===== src/core/jlpc_cfg.svh =====
// jlpc_cfg.svh: register indices, field positions, reset values
// assumes inclusion by bare name from the jlpc design files
`ifndef JLPC_CFG_SVH
`define JLPC_CFG_SVH

// register indices; byte address is four times the index
`define JLPC_IDX_F 12'h58C
`define JLPC_IDX_K 12'h58D
`define JLPC_IDX_M 12'h58E
`define JLPC_IDX_CSN 12'h58F
`define JLPC_IDX_STAT 12'h5C0

// field positions
`define JLPC_K_MSB 4
`define JLPC_CS_MSB 7
`define JLPC_CS_LSB 6
`define JLPC_N_MSB 4

// reset values
`define JLPC_F_RST 8'h00
`define JLPC_K_RST 5'h1F
`define JLPC_M_RST 8'h01
`define JLPC_CS_RST 2'h0
`define JLPC_N_RST 5'h0F

// response timing: ack follows the request by this many cycles
`define JLPC_ACK_LAT 1

`endif


===== src/core/jlpc_pkg.sv =====
// jlpc_pkg: types shared by the link parameter configuration block
// assumes jlpc_cfg.svh supplies the numeric constants
`default_nettype none

package jlpc_pkg;
	typedef logic [7:0] jlpc_byte_type;
	typedef logic [11:0] jlpc_idx_type;
	typedef logic [31:0] jlpc_word_type;
	// one-hot register selector
	typedef enum logic [5:0] {
		JLPC_SEL_NONE = 6'b000001,
		JLPC_SEL_F = 6'b000010,
		JLPC_SEL_K = 6'b000100,
		JLPC_SEL_M = 6'b001000,
		JLPC_SEL_CSN = 6'b010000,
		JLPC_SEL_STAT = 6'b100000
	} jlpc_sel_type;
endpackage : jlpc_pkg

`default_nettype wire


===== src/core/jlpc_top.sv =====
// jlpc_top: link framing parameter registers behind classic wishbone
// assumes one 200 MHz clock, synchronous reset, and a datapath that
// consumes the decoded framing values below
//
// Summary of operation
// - octets-per-frame byte resets to zero; frame size is code plus one
// - frames-per-multiframe five bits reset all ones; count is code plus one
// - converter byte resets to one; codes 0,1,3,7 give 1,2,4,8 converters
// - control-bit code appends none, bit 2, bits 2-1, or all three
// - resolution field holds bits minus one; reset selects sixteen bits
// - resolution code six gives seven bits; code seven gives eight
//
// The Wishbone slave port was chosen for this implementation.
`include "jlpc_cfg.svh"
`default_nettype none

module jlpc_top
	import jlpc_pkg::*;
(
	// clock and reset
	input wire logic clk_i,
	input wire logic rst_i,
	// wishbone slave
	input wire logic cyc_i,
	input wire logic stb_i,
	input wire logic we_i,
	input wire logic [3:0] sel_i,
	input wire logic [31:0] adr_i,
	input wire jlpc_pkg::jlpc_word_type dat_i,
	output jlpc_pkg::jlpc_word_type dat_o,
	output logic ack_o,
	// decoded framing parameters
	output logic [8:0] frame_octets_o,
	output logic [5:0] mf_frames_o,
	output logic [8:0] converters_o,
	output logic [1:0] cs_count_o,
	output logic [2:0] ctrl_mask_o,
	output logic [5:0] res_bits_o,
	// framing sanity flags
	output logic fk_legal_o
);
	import jlpc_pkg::*;

	// stored fields, reserved bits are never held
	jlpc_byte_type f_q;
	logic [4:0] k_q;
	jlpc_byte_type m_q;
	logic [1:0] cs_q;
	logic [4:0] n_q;
	jlpc_byte_type f_d;
	logic [4:0] k_d;
	jlpc_byte_type m_d;
	logic [1:0] cs_d;
	logic [4:0] n_d;
	jlpc_word_type dat_q;
	jlpc_word_type dat_d;
	logic [3:0] status;

	// bus handshake
	logic req_new;
	logic wr;
	logic addr_ok;
	jlpc_idx_type idx;

	jlpc_wb_slave u_wb (
		.clk_i(clk_i),
		.rst_i(rst_i),
		.cyc_i(cyc_i),
		.stb_i(stb_i),
		.we_i(we_i),
		.sel_i(sel_i),
		.adr_i(adr_i),
		.ack_o(ack_o),
		.req_new_o(req_new),
		.wr_o(wr),
		.addr_ok_o(addr_ok),
		.idx_o(idx)
	);

	// address decode into a one-hot selector
	function automatic jlpc_sel_type sel_of(input jlpc_idx_type i,
		input logic ok);
		if (!ok) begin
			sel_of = JLPC_SEL_NONE;
		end else begin
			case (i)
				`JLPC_IDX_F: sel_of = JLPC_SEL_F;
				`JLPC_IDX_K: sel_of = JLPC_SEL_K;
				`JLPC_IDX_M: sel_of = JLPC_SEL_M;
				`JLPC_IDX_CSN: sel_of = JLPC_SEL_CSN;
				`JLPC_IDX_STAT: sel_of = JLPC_SEL_STAT;
				default: sel_of = JLPC_SEL_NONE;
			endcase
		end
	endfunction : sel_of

	jlpc_sel_type sel;
	assign sel = sel_of(idx, addr_ok);

	// write enables; unmapped writes are acked and dropped
	wire wr_f = wr && (sel == JLPC_SEL_F);
	wire wr_k = wr && (sel == JLPC_SEL_K);
	wire wr_m = wr && (sel == JLPC_SEL_M);
	wire wr_csn = wr && (sel == JLPC_SEL_CSN);

	// next field values; only writable bits are taken
	assign f_d = wr_f ? dat_i[7:0] : f_q;
	assign k_d = wr_k ? dat_i[`JLPC_K_MSB:0] : k_q;
	assign m_d = wr_m ? dat_i[7:0] : m_q;
	assign cs_d = wr_csn ? dat_i[`JLPC_CS_MSB:`JLPC_CS_LSB] : cs_q;
	assign n_d = wr_csn ? dat_i[`JLPC_N_MSB:0] : n_q;

	// read mux, reserved bits padded with zero
	always_comb begin
		case (sel)
			JLPC_SEL_F: dat_d = {24'h000000, f_q};
			JLPC_SEL_K: dat_d = {24'h000000, 3'h0, k_q};
			JLPC_SEL_M: dat_d = {24'h000000, m_q};
			JLPC_SEL_CSN: dat_d = {24'h000000, cs_q, 1'b0, n_q};
			JLPC_SEL_STAT: dat_d = {28'h0000000, status};
			default: dat_d = 32'h00000000;
		endcase
	end

	// field storage with documented reset codes
	always_ff @(posedge clk_i) begin
		if (rst_i) begin
			f_q <= `JLPC_F_RST;
			k_q <= `JLPC_K_RST;
			m_q <= `JLPC_M_RST;
			cs_q <= `JLPC_CS_RST;
			n_q <= `JLPC_N_RST;
		end else begin
			f_q <= f_d;
			k_q <= k_d;
			m_q <= m_d;
			cs_q <= cs_d;
			n_q <= n_d;
		end
	end

	// read data latched with the request so it is steady under ack
	always_ff @(posedge clk_i) begin
		if (rst_i) begin
			dat_q <= 32'h00000000;
		end else if (req_new) begin
			dat_q <= dat_d;
		end
	end
	assign dat_o = dat_q;

	// decoding lags the fields by one cycle; the datapath should only
	// be restarted once configuration has settled
	jlpc_decode u_dec (
		.clk_i(clk_i),
		.rst_i(rst_i),
		.f_code_i(f_q),
		.k_code_i(k_q),
		.m_code_i(m_q),
		.cs_code_i(cs_q),
		.n_code_i(n_q),
		.frame_octets_o(frame_octets_o),
		.mf_frames_o(mf_frames_o),
		.converters_o(converters_o),
		.cs_count_o(cs_count_o),
		.ctrl_mask_o(ctrl_mask_o),
		.res_bits_o(res_bits_o),
		.status_o(status)
	);

	// illegal frame/multiframe products are software's to avoid; the
	// flag only reports them, the datapath is not held off
	assign fk_legal_o = status[0];
endmodule : jlpc_top

`default_nettype wire


===== src/core/jlpc_wb_slave.sv =====
// jlpc_wb_slave: classic wishbone handshake for the parameter registers
// assumes a single-cycle classic master holding requests until ack
`default_nettype none

module jlpc_wb_slave
	import jlpc_pkg::*;
(
	// clock and reset
	input wire logic clk_i,
	input wire logic rst_i,
	// wishbone request
	input wire logic cyc_i,
	input wire logic stb_i,
	input wire logic we_i,
	input wire logic [3:0] sel_i,
	input wire logic [31:0] adr_i,
	// decoded request
	output logic ack_o,
	output logic req_new_o,
	output logic wr_o,
	output logic addr_ok_o,
	output jlpc_pkg::jlpc_idx_type idx_o
);
	logic ack_q;
	logic ack_d;
	wire req = cyc_i & stb_i;

	// ack one cycle after the request, dropped the cycle after
	assign ack_d = req & ~ack_q;
	assign ack_o = ack_q;
	assign req_new_o = req & ~ack_q;
	// write lands on the edge where the master samples ack
	assign wr_o = req & we_i & ack_q & sel_i[0];
	assign idx_o = adr_i[13:2];
	assign addr_ok_o = (adr_i[31:14] == 18'h00000) && (adr_i[1:0] == 2'h0);

	always_ff @(posedge clk_i) begin
		if (rst_i) begin
			ack_q <= 1'b0;
		end else begin
			ack_q <= ack_d;
		end
	end
endmodule : jlpc_wb_slave

`default_nettype wire


===== src/core/jlpc_decode.sv =====
// jlpc_decode: turns stored field codes into framing values
// assumes fields come from registers on the same clock
`default_nettype none

module jlpc_decode
	import jlpc_pkg::*;
(
	// clock and reset
	input wire logic clk_i,
	input wire logic rst_i,
	// stored fields
	input wire logic [7:0] f_code_i,
	input wire logic [4:0] k_code_i,
	input wire logic [7:0] m_code_i,
	input wire logic [1:0] cs_code_i,
	input wire logic [4:0] n_code_i,
	// decoded values
	output logic [8:0] frame_octets_o,
	output logic [5:0] mf_frames_o,
	output logic [8:0] converters_o,
	output logic [1:0] cs_count_o,
	output logic [2:0] ctrl_mask_o,
	output logic [5:0] res_bits_o,
	output logic [3:0] status_o
);
	// encoded count plus one, shared by octet and converter fields
	function automatic logic [8:0] plus_one(input logic [7:0] c);
		plus_one = {1'b0, c} + 9'h001;
	endfunction : plus_one

	// product of two counts modulo four only needs the low bits
	function automatic logic fk_ok(input logic [8:0] f, input logic [5:0] k);
		logic [3:0] p;
		p = {2'h0, f[1:0]} * {2'h0, k[1:0]};
		fk_ok = (p[1:0] == 2'h0);
	endfunction : fk_ok

	wire [8:0] f_val = plus_one(f_code_i);
	wire [5:0] k_val = {1'b0, k_code_i} + 6'h01;
	wire [8:0] m_val = plus_one(m_code_i);
	wire f_sup = (f_code_i == 8'h00) || (f_code_i == 8'h01) ||
		(f_code_i == 8'h02) || (f_code_i == 8'h03) ||
		(f_code_i == 8'h05) || (f_code_i == 8'h07) || (f_code_i == 8'h0F);
	wire m_sup = (m_code_i == 8'h00) || (m_code_i == 8'h01) ||
		(m_code_i == 8'h03) || (m_code_i == 8'h07);
	wire n_sup = (n_code_i >= 5'h06) && (n_code_i <= 5'h0F);
	wire [2:0] mask = (cs_code_i == 2'h0) ? 3'h0 :
		(cs_code_i == 2'h1) ? 3'h4 :
		(cs_code_i == 2'h2) ? 3'h6 : 3'h7;

	// registered so the datapath sees clean values
	always_ff @(posedge clk_i) begin
		if (rst_i) begin
			frame_octets_o <= 9'h001;
			mf_frames_o <= 6'h20;
			converters_o <= 9'h002;
			cs_count_o <= 2'h0;
			ctrl_mask_o <= 3'h0;
			res_bits_o <= 6'h10;
			status_o <= 4'h0;
		end else begin
			frame_octets_o <= f_val;
			mf_frames_o <= k_val;
			converters_o <= m_val;
			cs_count_o <= cs_code_i;
			ctrl_mask_o <= mask;
			res_bits_o <= {1'b0, n_code_i} + 6'h01;
			status_o <= {n_sup, m_sup, f_sup, fk_ok(f_val, k_val)};
		end
	end
endmodule : jlpc_decode

`default_nettype wire


===== config.mk =====
export PLATFORM = sky130hd
export DESIGN_NAME = jlpc_top
export DESIGN_NICKNAME = d
export VERILOG_FILES = /design/src/core/jlpc_pkg.sv /design/src/core/jlpc_top.sv /design/src/core/jlpc_wb_slave.sv /design/src/core/jlpc_decode.sv
export VERILOG_INCLUDE_DIRS = /design/src /design/src/core
export SDC_FILE = /design/constraint.sdc
export NUM_CORES = 1
export LEC_CHECK = 0
export BUFFER_PORTS_ARGS = -buffer_cell sky130_fd_sc_hd__buf_2
export CORE_MARGIN = 8
export CORE_UTILIZATION = 44
export DETAILED_ROUTE_END_ITERATION = 10
export GPL_ROUTABILITY_DRIVEN = 0
export GPL_TIMING_DRIVEN = 0
export HOLD_SLACK_MARGIN = 0.05
export PLACE_DENSITY_LB_ADDON = 0.25
export SLEW_MARGIN = 0
export SYNTH_ARGS = -nofsm -noshare
export SYNTH_HDL_FRONTEND = slang
export SYNTH_SLANG_ARGS = --single-unit

===== constraint.sdc =====
create_clock -name clk_i -period 2.56 [get_ports clk_i]
set_input_delay 0.512 -clock clk_i [delete_from_list [all_inputs] [get_ports clk_i]]
set_output_delay 0.512 -clock clk_i [all_outputs]
set_load 0.03 [all_outputs]

## Word level (Yosys, flattened, before mapping)

Cells that the tools add are included.

| word-level totals | value |
|---|---|
| flip-flop bits (word level) | 100 |
| input bits | 73 |
| output and inout bits | 69 |
| word-level logic and storage cells | 77 |

| operators by class | value |
|---|---|
| add/subtract/negate cells | 4 |
| $mul | 1 |
| $lt $le $gt $ge | 2 |
| equal/unequal tests | 21 |
| muxes and demuxes | 5 |
| bitwise operators | 6 |
| reductions and logical operators | 23 |

Operators with widths:

| kind | number |
|---|---|
| 12-bit by 11-bit == test with 1-bit output, second input constant | 5 |
| 8-bit one-hot mux with 5 select lines | 1 |
| 6-bit one-hot mux with 5 select lines | 1 |
| 8-bit by 2-bit == test with 1-bit output, second input constant | 3 |
| 8-bit by 3-bit == test with 1-bit output, second input constant | 3 |
| 8-bit by 1-bit adder with 9-bit output, second input constant | 2 |
| 18-bit zero test | 1 |
| 8-bit by 1-bit == test with 1-bit output, second input constant | 2 |
| 8-bit zero test | 2 |
| 5-bit by 1-bit adder with 6-bit output, second input constant | 2 |
| 1-bit logical OR | 9 |
| 8-bit by 4-bit == test with 1-bit output, second input constant | 1 |
| 6-bit by 2-bit == test with 1-bit output, second input constant | 1 |
| 6-bit by 3-bit == test with 1-bit output, second input constant | 1 |
| 6-bit by 4-bit == test with 1-bit output, second input constant | 1 |
| 6-bit by 5-bit == test with 1-bit output, second input constant | 1 |
| 6-bit == test, second input constant | 1 |
| 1-bit logical AND | 6 |
| 2-bit zero test | 3 |
| 6-bit 2-to-1 mux | 1 |
| 1-bit AND | 5 |
| 5-bit by 3-bit greater-or-equal comparator with 1-bit output, second input constant | 1 |
| 5-bit by 4-bit less-or-equal comparator with 1-bit output, second input constant | 1 |
| 3-bit 2-to-1 mux | 1 |
| 7 further kinds | 7 |

## Longest topological paths before layout

| depth | value |
|---|---|
| depth after elaboration | 7 |
| mapped depth | 6 |

## By module

From an unflattened synthesis, not the netlist that was laid out.

| unflattened totals | value |
|---|---|
| cell total of the unflattened synthesis | 374 |
| area, all modules | 3568.4 µm² |

Modules (own cells, without submodules):

| module | times used | cells an instance | area each (µm²) |
|---|---|---|---|
| jlpc_top | 1 | 187 | 1844.3 |
| jlpc_decode | 1 | 161 | 1549.0 |
| jlpc_wb_slave | 1 | 26 | 175.2 |

## Worst setup path after synthesis

Ideal clock, no wire load.

| timing | value |
|---|---|
| path kind | input to register |
| start | input port adr_i[23] |
| end | register f_q[0] |
| library setup time | 0.072 ns |
| data arrival time | 2.419 ns |
| data required time | 2.488 ns |
| setup slack | 0.070 ns |
| cell stages on the path | 4 |
| path buffers | 0 |
| cells stage by stage | or4_4 > or4_4 > nor4_4 > mux2i_1 |

| on the way | value |
|---|---|
| cells in the longest elaborated chain, start to end | 5 |

Ends and longest elaborated chain:

| element | line | source |
|---|---|---|
| from (decl) | jlpc_top.sv:28 | `input wire logic [31:0] adr_i,` |
| 18-bit zero test | jlpc_wb_slave.sv:35 | `assign addr_ok_o = (adr_i[31:14] == 18'h00000) && (adr_i[1:0] == 2'h0);` |
| 1-bit logical AND | jlpc_wb_slave.sv:35 |  |
| 6-bit 2-to-1 mux | jlpc_top.sv:83 | `if (!ok) begin` |
| 6-bit by 2-bit == test with 1-bit output | jlpc_top.sv:101 | `wire wr_f = wr && (sel == JLPC_SEL_F);` |
| 1-bit logical AND | jlpc_top.sv:101 |  |
| to (signal assigned) | jlpc_top.sv:128 | `` f_q <= `JLPC_F_RST; `` |
| to (decl) | jlpc_top.sv:45 | `jlpc_byte_type f_q;` |

No other way between the ends.
A chain may end at the register's enable or synchronous reset.

## Worst setup path in the final report

| timing | value |
|---|---|
| start | input port adr_i[23] |
| end | register f_q[5] |

The elaborated chain is that of the path after synthesis.

==> metrics.yaml <==
synth.distinct_cells: 44
cts_resized: 0
grt_max_degree: 15
fin_worst_skew_ns: 0.0125
clkTransAtPathRegs_ns: 0.08
crit_path_top_delay_cell: "nor4_4"
clock_sinks: 76
drive_gt1_share_pct: 29.2
synth_top_family_by_area: "simple AND/OR/NAND/NOR gates"
grt_pass1_vias: 2986
synth_compound_area_share_pct: 6.02
cts-root-buf: "clkbuf_8"
die_y_um: 105
synth_ff_type: "dfxtp_1"
max_freq_ghz: 0.408
p_leak_nw: 2.09
hp-class: "in -> reg"
synth_top_area_share_pct: 43.6
path_delay_family: "simple AND/OR/NAND/NOR gates"
wire_per_inst_um: 15.3
drtIter0Drc: 169
synth_warnings: 0
cts_made_buffers: 9
ant_nets: 0
hold_viol: 0
synth_edf_count: 0
min_period_ns: 2.45
synthTopCellsByArea: "dfxtp_1 44%, mux2i_1 8.3%, buf_4 5.2%, nor2_1 5.2%, nand2b_1 5.0%"
h-tree-depth: 3
final.setup.tns_ns: 0
yosysTopAreaCell: "dfxtp_1"
postSynthAreaPerCell_sq_um: 9.57
syn2layout_area_growth_pct: 25.6
remaining_drc_errors: 0
ys_async_sr_fraction_pct: 0
core_sq_mm: 0.00773
cts_setup_buffers: 0
yosys.area_share.simple_pct: 23.4
startpoint_type: "input pin"
cpMostUsedCell: "or4_4"
power_mw: 2.45
synthAdderAreaFrac_pct: 3.94
finalSetupViolCount: 0
cts_tree: "built"
muxShareOfSynthArea_pct: 10.6
r2r_slack_ns: 0.52
worstPathCellList: "buf_2 -> or4_4 -> or4_4 -> nor4_4 -> mux2i_1"
cp_max_fo: 8
syn_area_sq_mm: 0.00349
port-buffer-count: 89
cts.path.max_buffers: 2
start_util_pct: 45.2
ys_seq_elements: 76
overflow: 0
firstDrtPassIters: 5
antenna_found_initial: 0
finalCritPeriodShare_pct: 95.8
max_stage_delay_ns: 0.72
syn_inst: 365
grt_pass1_wl_um: 14900
worst_ep_arrival_time_ns: 2.73
crit_type: "in -> reg"
cp-end-kind: "flip-flop"
utilization_pct: 56.8
rsz0062_at_grt: "false"
pwr_density_cell_mw_per_mm2: 558
status: "finished clean"
num_rows: 32
dp_cells: 579
num_vias: 2933
required_ns: 2.83
peakVddDrop_uv: 263
ios: 142
postCtsHoldBufs: 0
track_usage_pct: 16.7
dp_hpwl_um: 7160
die_w_um: 105
relSlewSlack_pct: 47.9
max_cap_viol_count: 0
routed_wl_um: 9100
slew_viol_final: 0
clock_latency_ns: 0.35
n_antenna_cell: 0
vias_per_cell: 4.93
final_nets: 572
dieArea_sq_mm: 0.0110
tightest_slew_ns: 0.776
layout.cells.non_filler: 595
synth_xor_area_share_pct: 4.26
synth-seq-area-share_pct: 43.6
path_buf_inv: 1
==> sequential cells by signal, summed over array words and instances, names as in the netlist, 4 cells and up <==
register and count:
u_dec.status_o 4, n_q 5, u_dec.mf_frames_o 6, u_dec.frame_octets_o 9, f_q 8, k_q 5, m_q 8, dat_o 8
u_dec.converters_o 9, u_dec.res_bits_o 6
==> synthesized netlist by cell type (all sizes together), types with 4 or more instances <==
cell type / instances
xor2: 9
xnor2: 8
mux2i: 29
inv: 13
a22o: 4
a221oi: 4
and3: 7
nor4: 6
clkbuf: 12
nand3: 15
nor2: 48
nand2: 8
ha: 11
nand3b: 5
mux2: 5
o21ai: 7
nor3: 4
or4: 7
a211oi: 6
dfxtp: 76
buf: 27
nand2b: 28
==> report_power, final <==
group / total (mW) / switching, mW / internal, mW
Clock: 1.04 / 0.460 / 0.585
Combinational: 0.211 / 0.129 / 0.0820
Sequential: 1.19 / 0.00400 / 1.19
Total: 2.45 / 0.593 / 1.86
==> area by class of cell <==
type	instances	area (sq um)
plain buffers	39	236
clock buffers	10	138
clock inverters	6	96.3
fillers	713	3340
inverters	13	48.8
multi-input cells	260	1770
flip-flops and latches	76	1520
well taps	102	128
repair buffers	89	445
==> layout by cell type (no fill, tap or decap), drive strengths merged, types with 11 or more instances in the layout <==
cell type / netlist / layout
ha: 11 / 11
mux2i: 29 / 29
nor2: 48 / 48
dfxtp: 76 / 76
nand2b: 28 / 28
nand3: 15 / 15
clkbuf: 12 / 22
conb: 1 / 24
inv: 13 / 14
buf: 27 / 116
==> layer usage <==
layer	GRT usage (%)	vias up	part of all wire [%]
met5	0	-	0
met4	6.22	0	1.6
met3	7.06	13	9.6
met1	18.4	1360	41
met2	28.1	108	47
li1	-	1452	-
==> logic make-up after synthesis <==
| logic type | Yosys count |
|---|---|
| AOI/OAI and AO/OA | 29 |
| DFF | 76 |
| buffers and inverters | 52 |
| xor gates and xnor gates | 17 |
| adders and majority gates | 11 |
| and+or+nand+nor | 144 |
| muxes | 35 |
| other | 1 |
==> final timing paths <==
| check | startpoint | endpoint | cells after the start |
|---|---|---|---|
| setup reg to reg | u_wb.ack_o | f_q[5] | 4 |
| setup / recovery | adr_i[23] | f_q[5] | 5 |
| hold / removal | dat_i[0] | f_q[0] | 3 |
| hold reg to reg | m_q[7] | u_dec.status_o[2] | 1 |
==> through the flow <==
| step | setup WS [ns] | hold slack (ns) | instance area [sq um] |
|---|---|---|---|
| 2_1_floorplan | 0.0695 | 0.421 | 3580 |
| 3_3_place_gp | -0.233 | 0.460 | 4150 |
| 3_5_place_dp | -0.237 | 0.464 | 4150 |
| 4_1_cts | 0.119 | 0.428 | 4390 |
| 5_1_grt | 0.0297 | 0.433 | 4390 |
| 6_report | 0.109 | 0.441 | 4390 |
==> tightest hold or removal path, delay by kind of cell <==
kind                   cells  cell delay [ns]
AND/OR/NAND/NOR            1             0.06
buffers and inverters      1             0.11
multiplexers               1             0.06
Power figures use the tool's default switching activity.
